File: config.mk
export PLATFORM = sky130hd
export DESIGN_NAME = msss_sequencer
export DESIGN_NICKNAME = d
export VERILOG_FILES = /design/src/hdl/msss_pkg.sv /design/src/hdl/msss_sequencer.sv
export SDC_FILE = /design/constraint.sdc
export NUM_CORES = 2
export LEC_CHECK = 0
export ABC_CLOCK_PERIOD_IN_PS = 28800
export BUFFER_PORTS_ARGS = -buffer_cell sky130_fd_sc_hd__buf_2
export CORE_MARGIN = 2
export CORE_UTILIZATION = 45
export DETAILED_ROUTE_END_ITERATION = 10
export SYNTH_ARGS = -nofsm -noshare
export SYNTH_HDL_FRONTEND = slang
export SYNTH_SLANG_ARGS = --single-unit
File: constraint.sdc
create_clock -name clk -period 28.8 [get_ports clk]
set_clock_uncertainty 0.1 [all_clocks]
set_input_delay 5.76 -clock clk [delete_from_list [all_inputs] [get_ports clk]]
set_output_delay 5.76 -clock clk [all_outputs]
set_load 0.005 [all_outputs]
File: src/hdl/msss_pkg.sv
/*
  package of the multi-step speed sequencer: register map, field layouts,
  program modes, states and time base.
  assumes a 125 MHz clock and a 32-bit axi4-lite register bus.
*/
package msss_pkg;

  // ----------------------------------------
  // clock and time base
  // ----------------------------------------
  localparam int unsigned CLK_PERIOD_NS = 8;
  localparam int unsigned TENTH_SEC_NS = 100_000_000;
  localparam int unsigned SEC_PER_MIN = 60;

  // ----------------------------------------
  // register map (byte addresses)
  // ----------------------------------------
  localparam int unsigned ADDR_W = 8;
  localparam logic [ADDR_W-1:0] OFS_CTRL = 8'h00;
  localparam logic [ADDR_W-1:0] OFS_STATUS = 8'h04;
  localparam logic [ADDR_W-1:0] OFS_MAX_FREQ = 8'h08;
  localparam logic [ADDR_W-1:0] OFS_SAVED = 8'h0c;
  localparam logic [ADDR_W-1:0] OFS_STEP_BASE = 8'h40;
  localparam int unsigned STEP_CNT = 16;
  localparam int unsigned STEP_W = 4;
  localparam logic [15:0] MAX_FREQ_RST = 16'h1388;
  localparam logic [1:0] RESP_OKAY = 2'h0;
  localparam logic [1:0] RESP_SLVERR = 2'h2;

  // ----------------------------------------
  // program modes and limits
  // ----------------------------------------
  localparam logic [1:0] MODE_ONCE_STOP = 2'h0;
  localparam logic [1:0] MODE_ONCE_HOLD = 2'h1;
  localparam logic [1:0] MODE_CYCLIC = 2'h2;
  localparam logic signed [15:0] SPEED_MAX = 16'sh0bb8;
  localparam logic signed [15:0] SPEED_MIN = -16'sh0bb8;
  localparam int signed SPEED_FULL = 1000;

  // ----------------------------------------
  // carriers
  // ----------------------------------------
  typedef struct packed {
    logic [15:0] run_time;
    logic signed [15:0] speed;
  } msss_step_type;

  typedef struct packed {
    logic plc_en;
    logic unit_min;
    logic retain;
    logic [1:0] mode;
  } msss_ctrl_type;

  typedef struct packed {
    logic [3:0] sel_step;
    logic [3:0] prog_step;
    logic hold;
    logic running;
    logic reverse;
    logic drive_run;
    logic saved_valid;
  } msss_status_type;

  typedef struct packed {
    logic valid;
    logic [3:0] step;
    logic signed [19:0] freq;
  } msss_saved_type;

  typedef enum logic [1:0] {
    MSSS_IDLE,
    MSSS_RUN,
    MSSS_HOLD
  } msss_state_type;

endpackage : msss_pkg

File: src/hdl/msss_sequencer.sv
/*
  multi-step speed sequencer: sixteen signed speed steps with running times,
  run as a timed program or picked by four selection terminals; axi4-lite slave.
  assumes terminals and run command synchronous to clk; power_down warns of
  supply loss while the retained copy is kept by an always-on supply.
*/
// Our own choices: the AXI4-Lite register port and the address map.
// Contract
// - Mode 0 runs every step once, then stops the drive until a fresh run command.
// - Mode 1 keeps the last step's frequency and direction after one pass.
// - Mode 2 restarts from step 0 after each pass until the run command drops.
// - With retention on, step and frequency are saved at power loss and resumed.
// - Step speed is a signed per-mille value clamped to +-300.0 percent of max frequency.
// - Step time is held in tenths, counted in seconds or minutes by a unit select.
// - A negative step speed runs the motor in reverse.
// - Each program step outputs its own speed for its own time, then advances.
// - Fifteen steps, 1 to 15, are selectable by the four selection terminals.
// - Each nonzero terminal combination maps one-to-one onto steps 1 to 15.
// - With all terminals off the normal frequency source is used while the sequencer is idle.
// - Any active terminal makes the selected step override every other reference.
// - Start and stop follow the run-command channel, not the terminals.
`timescale 1ns/10ps
`default_nettype none
module msss_sequencer
  import msss_pkg::*;
#(
  parameter int unsigned TENTH_SEC_CYC = TENTH_SEC_NS / CLK_PERIOD_NS
) (
  input wire logic clk,
  input wire logic rst_b,
  input wire logic [ADDR_W-1:0] awaddr,
  input wire logic awvalid,
  output logic awready,
  input wire logic [31:0] wdata,
  input wire logic [3:0] wstrb,
  input wire logic wvalid,
  output logic wready,
  output logic [1:0] bresp,
  output logic bvalid,
  input wire logic bready,
  input wire logic [ADDR_W-1:0] araddr,
  input wire logic arvalid,
  output logic arready,
  output logic [31:0] rdata,
  output logic [1:0] rresp,
  output logic rvalid,
  input wire logic rready,
  input wire logic run_cmd,
  input wire logic power_down,
  input wire logic step_select_bit0,
  input wire logic step_select_bit1,
  input wire logic step_select_bit2,
  input wire logic step_select_bit3,
  input wire logic signed [19:0] normal_freq_ref,
  output logic signed [19:0] freq_ref,
  output logic reverse,
  output logic drive_run
);

  // ----------------------------------------
  // helpers
  // ----------------------------------------
  function automatic logic [31:0] merge(input logic [31:0] old_v, input logic [31:0] new_v,
                                        input logic [3:0] strb);
    logic [31:0] r;
    r = old_v;
    for (int i = 0; i < 4; i++) begin
      if (strb[i]) begin
        r[i*8 +: 8] = new_v[i*8 +: 8];
      end
    end
    return r;
  endfunction : merge

  function automatic logic signed [19:0] scale(input logic signed [15:0] spd,
                                               input logic [15:0] maxf);
    logic signed [33:0] p;
    p = 34'(spd) * $signed({18'h0, maxf});
    return 20'(p / SPEED_FULL);
  endfunction : scale

  function automatic logic signed [15:0] clamp(input logic signed [15:0] spd);
    logic signed [15:0] r;
    r = spd;
    if (spd > SPEED_MAX) begin
      r = SPEED_MAX;
    end else if (spd < SPEED_MIN) begin
      r = SPEED_MIN;
    end
    return r;
  endfunction : clamp

  function automatic logic is_step(input logic [ADDR_W-1:0] a);
    return a >= OFS_STEP_BASE && a < OFS_STEP_BASE + ADDR_W'(STEP_CNT * 4);
  endfunction : is_step

  function automatic logic [STEP_W-1:0] step_idx(input logic [ADDR_W-1:0] a);
    logic [ADDR_W-1:0] d;
    d = a - OFS_STEP_BASE;
    return d[STEP_W+1:2];
  endfunction : step_idx

  // ----------------------------------------
  // state
  // ----------------------------------------
  msss_step_type step_q [STEP_CNT];
  msss_ctrl_type ctrl_q;
  msss_saved_type saved_q;
  msss_state_type state_q;
  logic [15:0] max_freq_q;
  logic [ADDR_W-1:0] aw_addr_q;
  logic aw_full_q;
  logic [31:0] w_data_q;
  logic [3:0] w_strb_q;
  logic w_full_q;
  logic [STEP_W-1:0] sel_q;
  logic [STEP_W-1:0] prog_q;
  logic [15:0] remain_q;
  logic [31:0] div_q;
  logic [5:0] min_q;
  logic run_prev_q;
  logic stopped_q;
  logic tick;
  logic wr_do;
  logic run_rise;
  logic run_fall;
  logic last_step;
  logic signed [15:0] act_speed;
  msss_status_type status;
  localparam int unsigned CTRL_W = $bits(msss_ctrl_type);

  // ----------------------------------------
  // axi4-lite write channel
  // ----------------------------------------
  assign awready = ~aw_full_q;
  assign wready = ~w_full_q;
  assign wr_do = aw_full_q & w_full_q & ~bvalid;

  always_ff @(posedge clk or negedge rst_b) begin
    if (!rst_b) begin
      aw_full_q <= 1'b0;
      aw_addr_q <= '0;
    end else if (awvalid && awready) begin
      aw_full_q <= 1'b1;
      aw_addr_q <= awaddr;
    end else if (wr_do) begin
      aw_full_q <= 1'b0;
    end
  end

  always_ff @(posedge clk or negedge rst_b) begin
    if (!rst_b) begin
      w_full_q <= 1'b0;
      w_data_q <= '0;
      w_strb_q <= '0;
    end else if (wvalid && wready) begin
      w_full_q <= 1'b1;
      w_data_q <= wdata;
      w_strb_q <= wstrb;
    end else if (wr_do) begin
      w_full_q <= 1'b0;
    end
  end

  always_ff @(posedge clk or negedge rst_b) begin
    if (!rst_b) begin
      bvalid <= 1'b0;
      bresp <= RESP_OKAY;
    end else if (wr_do) begin
      bvalid <= 1'b1;
      bresp <= (aw_addr_q == OFS_CTRL || aw_addr_q == OFS_MAX_FREQ || is_step(aw_addr_q))
               ? RESP_OKAY : RESP_SLVERR;
    end else if (bready) begin
      bvalid <= 1'b0;
    end
  end

  always_ff @(posedge clk or negedge rst_b) begin
    if (!rst_b) begin
      ctrl_q <= '0;
      max_freq_q <= MAX_FREQ_RST;
    end else if (wr_do && aw_addr_q == OFS_CTRL) begin
      ctrl_q <= msss_ctrl_type'(CTRL_W'(merge(32'(ctrl_q), w_data_q, w_strb_q)));
    end else if (wr_do && aw_addr_q == OFS_MAX_FREQ) begin
      max_freq_q <= 16'(merge({16'h0, max_freq_q}, w_data_q, w_strb_q));
    end
  end

  always_ff @(posedge clk or negedge rst_b) begin
    if (!rst_b) begin
      for (int i = 0; i < STEP_CNT; i++) begin
        step_q[i] <= '0;
      end
    end else if (wr_do && is_step(aw_addr_q)) begin
      step_q[step_idx(aw_addr_q)] <= merge(step_q[step_idx(aw_addr_q)], w_data_q, w_strb_q);
      step_q[step_idx(aw_addr_q)].speed <=
        clamp(16'(merge(step_q[step_idx(aw_addr_q)], w_data_q, w_strb_q)));
    end
  end

  // ----------------------------------------
  // axi4-lite read channel
  // ----------------------------------------
  assign arready = ~rvalid;

  always_ff @(posedge clk or negedge rst_b) begin
    if (!rst_b) begin
      rvalid <= 1'b0;
      rdata <= '0;
      rresp <= RESP_OKAY;
    end else if (arvalid && arready) begin
      rvalid <= 1'b1;
      rresp <= RESP_OKAY;
      if (araddr == OFS_CTRL) begin
        rdata <= 32'(ctrl_q);
      end else if (araddr == OFS_STATUS) begin
        rdata <= 32'(status);
      end else if (araddr == OFS_MAX_FREQ) begin
        rdata <= {16'h0, max_freq_q};
      end else if (araddr == OFS_SAVED) begin
        rdata <= 32'(saved_q);
      end else if (is_step(araddr)) begin
        rdata <= step_q[step_idx(araddr)];
      end else begin
        rdata <= '0;
        rresp <= RESP_SLVERR;
      end
    end else if (rready) begin
      rvalid <= 1'b0;
    end
  end

  // ----------------------------------------
  // time base
  // ----------------------------------------
  // tenth-second or tenth-minute tick
  always_ff @(posedge clk or negedge rst_b) begin
    if (!rst_b) begin
      div_q <= '0;
      min_q <= '0;
    end else if (state_q != MSSS_RUN) begin
      div_q <= '0;
      min_q <= '0;
    end else if (div_q == 32'(TENTH_SEC_CYC - 1)) begin
      div_q <= '0;
      min_q <= (min_q == 6'(SEC_PER_MIN - 1)) ? '0 : min_q + 6'h01;
    end else begin
      div_q <= div_q + 32'h1;
    end
  end

  assign tick = (div_q == 32'(TENTH_SEC_CYC - 1)) &&
                (!ctrl_q.unit_min || min_q == 6'(SEC_PER_MIN - 1));

  // ----------------------------------------
  // program sequencer
  // ----------------------------------------
  assign run_rise = run_cmd & ~run_prev_q;
  assign run_fall = ~run_cmd & run_prev_q;
  assign last_step = (prog_q == STEP_W'(STEP_CNT - 1));

  always_ff @(posedge clk or negedge rst_b) begin
    if (!rst_b) begin
      run_prev_q <= 1'b0;
    end else begin
      run_prev_q <= run_cmd;
    end
  end

  always_ff @(posedge clk or negedge rst_b) begin
    if (!rst_b) begin
      state_q <= MSSS_IDLE;
      prog_q <= '0;
      remain_q <= '0;
      stopped_q <= 1'b0;
    end else if (power_down) begin
      state_q <= MSSS_IDLE;
    end else begin
      case (state_q)
        MSSS_IDLE: begin
          if (run_rise) begin
            stopped_q <= 1'b0;
            if (ctrl_q.plc_en) begin
              state_q <= MSSS_RUN;
              prog_q <= (ctrl_q.retain && saved_q.valid) ? saved_q.step : '0;
              remain_q <= step_q[(ctrl_q.retain && saved_q.valid) ? saved_q.step : '0].run_time;
            end
          end
        end
        MSSS_RUN: begin
          if (run_fall) begin
            state_q <= MSSS_IDLE;
          end else if (remain_q == 16'h0) begin
            if (!last_step) begin
              prog_q <= prog_q + STEP_W'(1);
              remain_q <= step_q[prog_q + STEP_W'(1)].run_time;
            end else if (ctrl_q.mode == MODE_ONCE_HOLD) begin
              state_q <= MSSS_HOLD;
            end else if (ctrl_q.mode == MODE_CYCLIC) begin
              prog_q <= '0;
              remain_q <= step_q[0].run_time;
            end else begin
              state_q <= MSSS_IDLE;
              stopped_q <= 1'b1;
            end
          end else if (tick) begin
            remain_q <= remain_q - 16'h1;
          end
        end
        MSSS_HOLD: begin
          if (run_fall) begin
            state_q <= MSSS_IDLE;
          end
        end
        default: begin
          state_q <= MSSS_IDLE;
        end
      endcase
    end
  end

  always_ff @(posedge clk or negedge rst_b) begin
    if (!rst_b) begin
      saved_q <= '0;
    end else if (power_down && state_q != MSSS_IDLE) begin
      saved_q <= '{valid: 1'b1, step: prog_q, freq: freq_ref};
    end else if (run_rise && !ctrl_q.retain) begin
      saved_q <= '0;
    end
  end

  // ----------------------------------------
  // reference selection
  // ----------------------------------------
  // terminal code, bit0 lsb
  always_ff @(posedge clk or negedge rst_b) begin
    if (!rst_b) begin
      sel_q <= '0;
    end else begin
      sel_q <= {step_select_bit3, step_select_bit2, step_select_bit1, step_select_bit0};
    end
  end

  assign act_speed = (sel_q != '0) ? step_q[sel_q].speed : step_q[prog_q].speed;

  always_ff @(posedge clk or negedge rst_b) begin
    if (!rst_b) begin
      freq_ref <= '0;
      reverse <= 1'b0;
      drive_run <= 1'b0;
    end else begin
      drive_run <= run_cmd & ~stopped_q & ~power_down;
      if (sel_q != '0 || state_q != MSSS_IDLE) begin
        freq_ref <= scale(act_speed, max_freq_q);
        reverse <= act_speed < 0;
      end else begin
        freq_ref <= normal_freq_ref;
        reverse <= normal_freq_ref < 0;
      end
    end
  end

  assign status = '{sel_step: sel_q, prog_step: prog_q, hold: state_q == MSSS_HOLD,
                    running: state_q == MSSS_RUN, reverse: reverse, drive_run: drive_run,
                    saved_valid: saved_q.valid};

endmodule : msss_sequencer
`default_nettype wire

==> impl_metrics.json <==
{
  "status": "complete, no violations",
  "drt_iter0_drc": 5752,
  "timing.final.ws_setup_ps": 1430,
  "clk_latency_ps": 740,
  "portBuffers": 145,
  "r2r-start": "sel_q[0]",
  "antenna_found_initial": 15,
  "layout_min_cycle_time_ps": 27370,
  "totalWireLength_um": 210000,
  "slew_viol_final": 0,
  "hpwl_um": 142000,
  "critical_path.slowest_cell": "or4_1",
  "r2r_slack_ps": 1430,
  "yosys_most_used_dff": "dfrtp_1",
  "clk_path_buf_depth": 3,
  "worstPathRequired_ps": 29250,
  "ys_seq_elements": 728,
  "placed_cells": 7662,
  "numCtsBuffers": 87,
  "grt_pass1_vias": 50600,
  "cts_tree": "built",
  "coreArea_sq_um": 136000,
  "die_height_um": 374,
  "wl_per_cell_um": 26.7,
  "hold_viol": 0,
  "synth_edf_count": 0,
  "hold_path_class": "reg -> reg",
  "io_pins": 148,
  "min_to": "drive_run",
  "regToRegEndpoint": "freq_ref[16]",
  "path_clk_slew_ps": 60,
  "gp_congestion": 0.932,
  "crit_type": "reg -> reg",
  "cp_common_cell": "fa_1",
  "pre_cts_ws_ps": 7.26,
  "hold_path_depth": 1,
  "avgSynthCellArea_sq_um": 10.1,
  "grt_max_degree": 112,
  "max_cap_violations": 0,
  "ys_seq_area_share_pct": 29.5,
  "area_delta_synth_final_pct": 9.47,
  "cts_sinks": 728,
  "h-tree-depth": 3,
  "syn_area_sq_um": 61700,
  "grt_remaining_overflow": 0,
  "ys.warnings.count": 0,
  "drc": 0,
  "maxSlewHeadroom_pct": 7.36,
  "final_nets": 6394,
  "worstMarginPinSlew_ps": 1350,
  "cp-end-kind": "flip-flop",
  "dr_total_vias": 51400,
  "hold_slack_ps": 352,
  "worstRegToRegCells": 84,
  "ys_types": 131,
  "start_kind": "flip-flop",
  "max_freq_mhz": 36.5,
  "grt_pass1_wl_um": 319000,
  "cp.arrival_ps": 27820,
  "instances_no_fill": 7841,
  "cp_max_fo": 16,
  "cpPeakStageDelay_ps": 820,
  "grt_use_total_pct": 29.7,
  "dr.pass1.iters": 6,
  "syn_inst": 6084,
  "min_from": "stopped_q",
  "synth_async_sr_flop_share_pct": 100,
  "start_util_pct": 45.5,
  "dieArea_sq_um": 140000,
  "cts_hold_buf": 0,
  "setup_viol": 0,
  "viasPerCell": 6.56,
  "final_layout_size_suffix_gt1_share_pct": 22.2,
  "root_buffer": "clkbuf_16",
  "antenna_left": 0,
  "die_w_um": 374,
  "rows": 135,
  "post-route-period-util_pct": 95.0
}
==> worst max path at each step <==
stage                   end  depth (start not counted)  startpoint  slack [ps]
2_1_floorplan  freq_ref[18]                         92   prog_q[0]        3720
3_3_place_gp   freq_ref[16]                         82   prog_q[0]         600
3_5_place_dp   freq_ref[16]                         82   prog_q[0]           7
4_1_cts        freq_ref[16]                         82   prog_q[0]          20
5_1_grt        freq_ref[14]                         84    sel_q[0]         -30
6_report       freq_ref[16]                         84    sel_q[0]        1430
==> flip-flops by register name (all words and copies together) (netlist names), 2 cells and up <==
name	count
aw_addr_q	8
ctrl_q	5
div_q	32
freq_ref	20
max_freq_q	16
min_q	6
prog_q	4
rdata	32
remain_q	16
saved_q	25
sel_q	4
state_q	2
step_q	512
w_data_q	32
w_strb_q	4
==> worst max-delay path, delay by kind of cell (launching register included) <==
family / cells / cell delay [ps]
xor+xnor: 1 / 140
buf+inv: 7 / 980
mux: 4 / 1220
flops: 1 / 610
compound gates: 41 / 12720
fa+ha+maj: 9 / 4010
simple gates: 22 / 7350
==> cell families after synthesis <==
| group | after synthesis | share of synthesized area [%] |
|---|---|---|
| and+or+nand+nor | 1780 | 13.4 |
| AOI/OAI and AO/OA | 1467 | 15.8 |
| muxes | 845 | 25.1 |
| buffers and inverters | 772 | 4.77 |
| DFF | 728 | 29.5 |
| adders and majority gates | 331 | 9.04 |
| xor gates and xnor gates | 160 | 2.33 |
| other | 1 | 0.00607 |
==> synth_stat cells (11+ instances only) <==
cell type  count  area share, %
nand3_1      111           0.90
mux2_2       188            3.4
a311oi_1      23           0.33
and3_1        58           0.59
or4_1         12           0.15
xor2_1        57           0.81
o221ai_1      55           0.78
nand4_1       45           0.46
nor3_1        69           0.56
a41oi_1       14           0.20
inv_1        305            1.9
mux2i_1      112            1.8
o21ai_0      351            2.8
and2_1       165            1.7
o21a_1        56           0.68
o211ai_1      45           0.55
or2_2         23           0.23
a22o_1        32           0.45
o22ai_1       35           0.35
a31oi_1       41           0.42
buf_1         68           0.41
nand2b_1      31           0.31
mux4_2       543             20
and4_1        25           0.35
a21o_1        24           0.29
clkbuf_1     374            2.3
nor4_1        20           0.20
a22oi_1       21           0.26
a211oi_1      60           0.73
a21oi_1      412            3.3
fa_1         194            6.3
o31ai_1       49           0.60
o21ai_1       35           0.28
nand2_1      641            3.9
buf_2         18           0.15
a211o_1       15           0.21
nor2b_1       19           0.19
dfrtp_1      723             29
or3_1         25           0.25
ha_1         130            2.6
xnor2_1       98            1.4
nor2_1       488            3.0
a221oi_1      11           0.16
==> routing by layer <==
metal	GRT usage [%]	wire length, um
met1	39.9	84000
met4	12.3	9540
met3	5.62	18200
met5	0	41
met2	47.3	98000
==> cells in the final DEF (no fill, tap or decap), types with 35 or more instances in the layout <==
cell / count
nand3_1: 108
fa_1: 194
o211ai_1: 45
o21ai_0: 351
xnor2_1: 92
ha_1: 129
and2_1: 165
and3_1: 55
a211oi_1: 59
inv_1: 305
nor2_1: 478
buf_2: 141
clkbuf_16: 89
o21a_1: 55
mux4_2: 543
nor3_1: 64
nand4_1: 45
a21oi_1: 412
mux2i_1: 110
mux2_2: 188
xor2_1: 56
a31oi_1: 39
buf_4: 123
o221ai_1: 55
nand2_1: 634
o22ai_1: 35
dfrtp_1: 713
o31ai_1: 49
==> area by class of cell <==
| class | instances | area, sq um |
|---|---|---|
| tap | 1781 | 2230 |
| timing repair buffer | 277 | 1850 |
| inverter | 306 | 1150 |
| multi-input combinational | 4585 | 40900 |
| sequential | 728 | 18300 |
| fill | 12400 | 68200 |
| clock inverter | 48 | 739 |
| clock buffer | 114 | 2410 |
| antenna | 2 | 5.00 |
==> metrics by stage <==
step | TNS (ps) | instance area (sq um) | utilization (%)
floorplan | 0 | 61700 | -
global placement | 0 | 64100 | 47.2
detailed placement | 0 | 64100 | 47.2
CTS | 0 | 67200 | 49.5
global route | -68.3 | 67600 | 49.8
finish | 0 | 67600 | 49.8
==> repair_timing <==
action | 4_1_cts | 5_1_grt
resized for setup | 0 | 34
setup endpoints to repair | 0 | 20
hold endpoints to repair | 0 | 0
setup buffers | 0 | 13
Power is not shown: default switching activity piles up to over one toggle a cycle in this logic, so the estimate is an artifact.
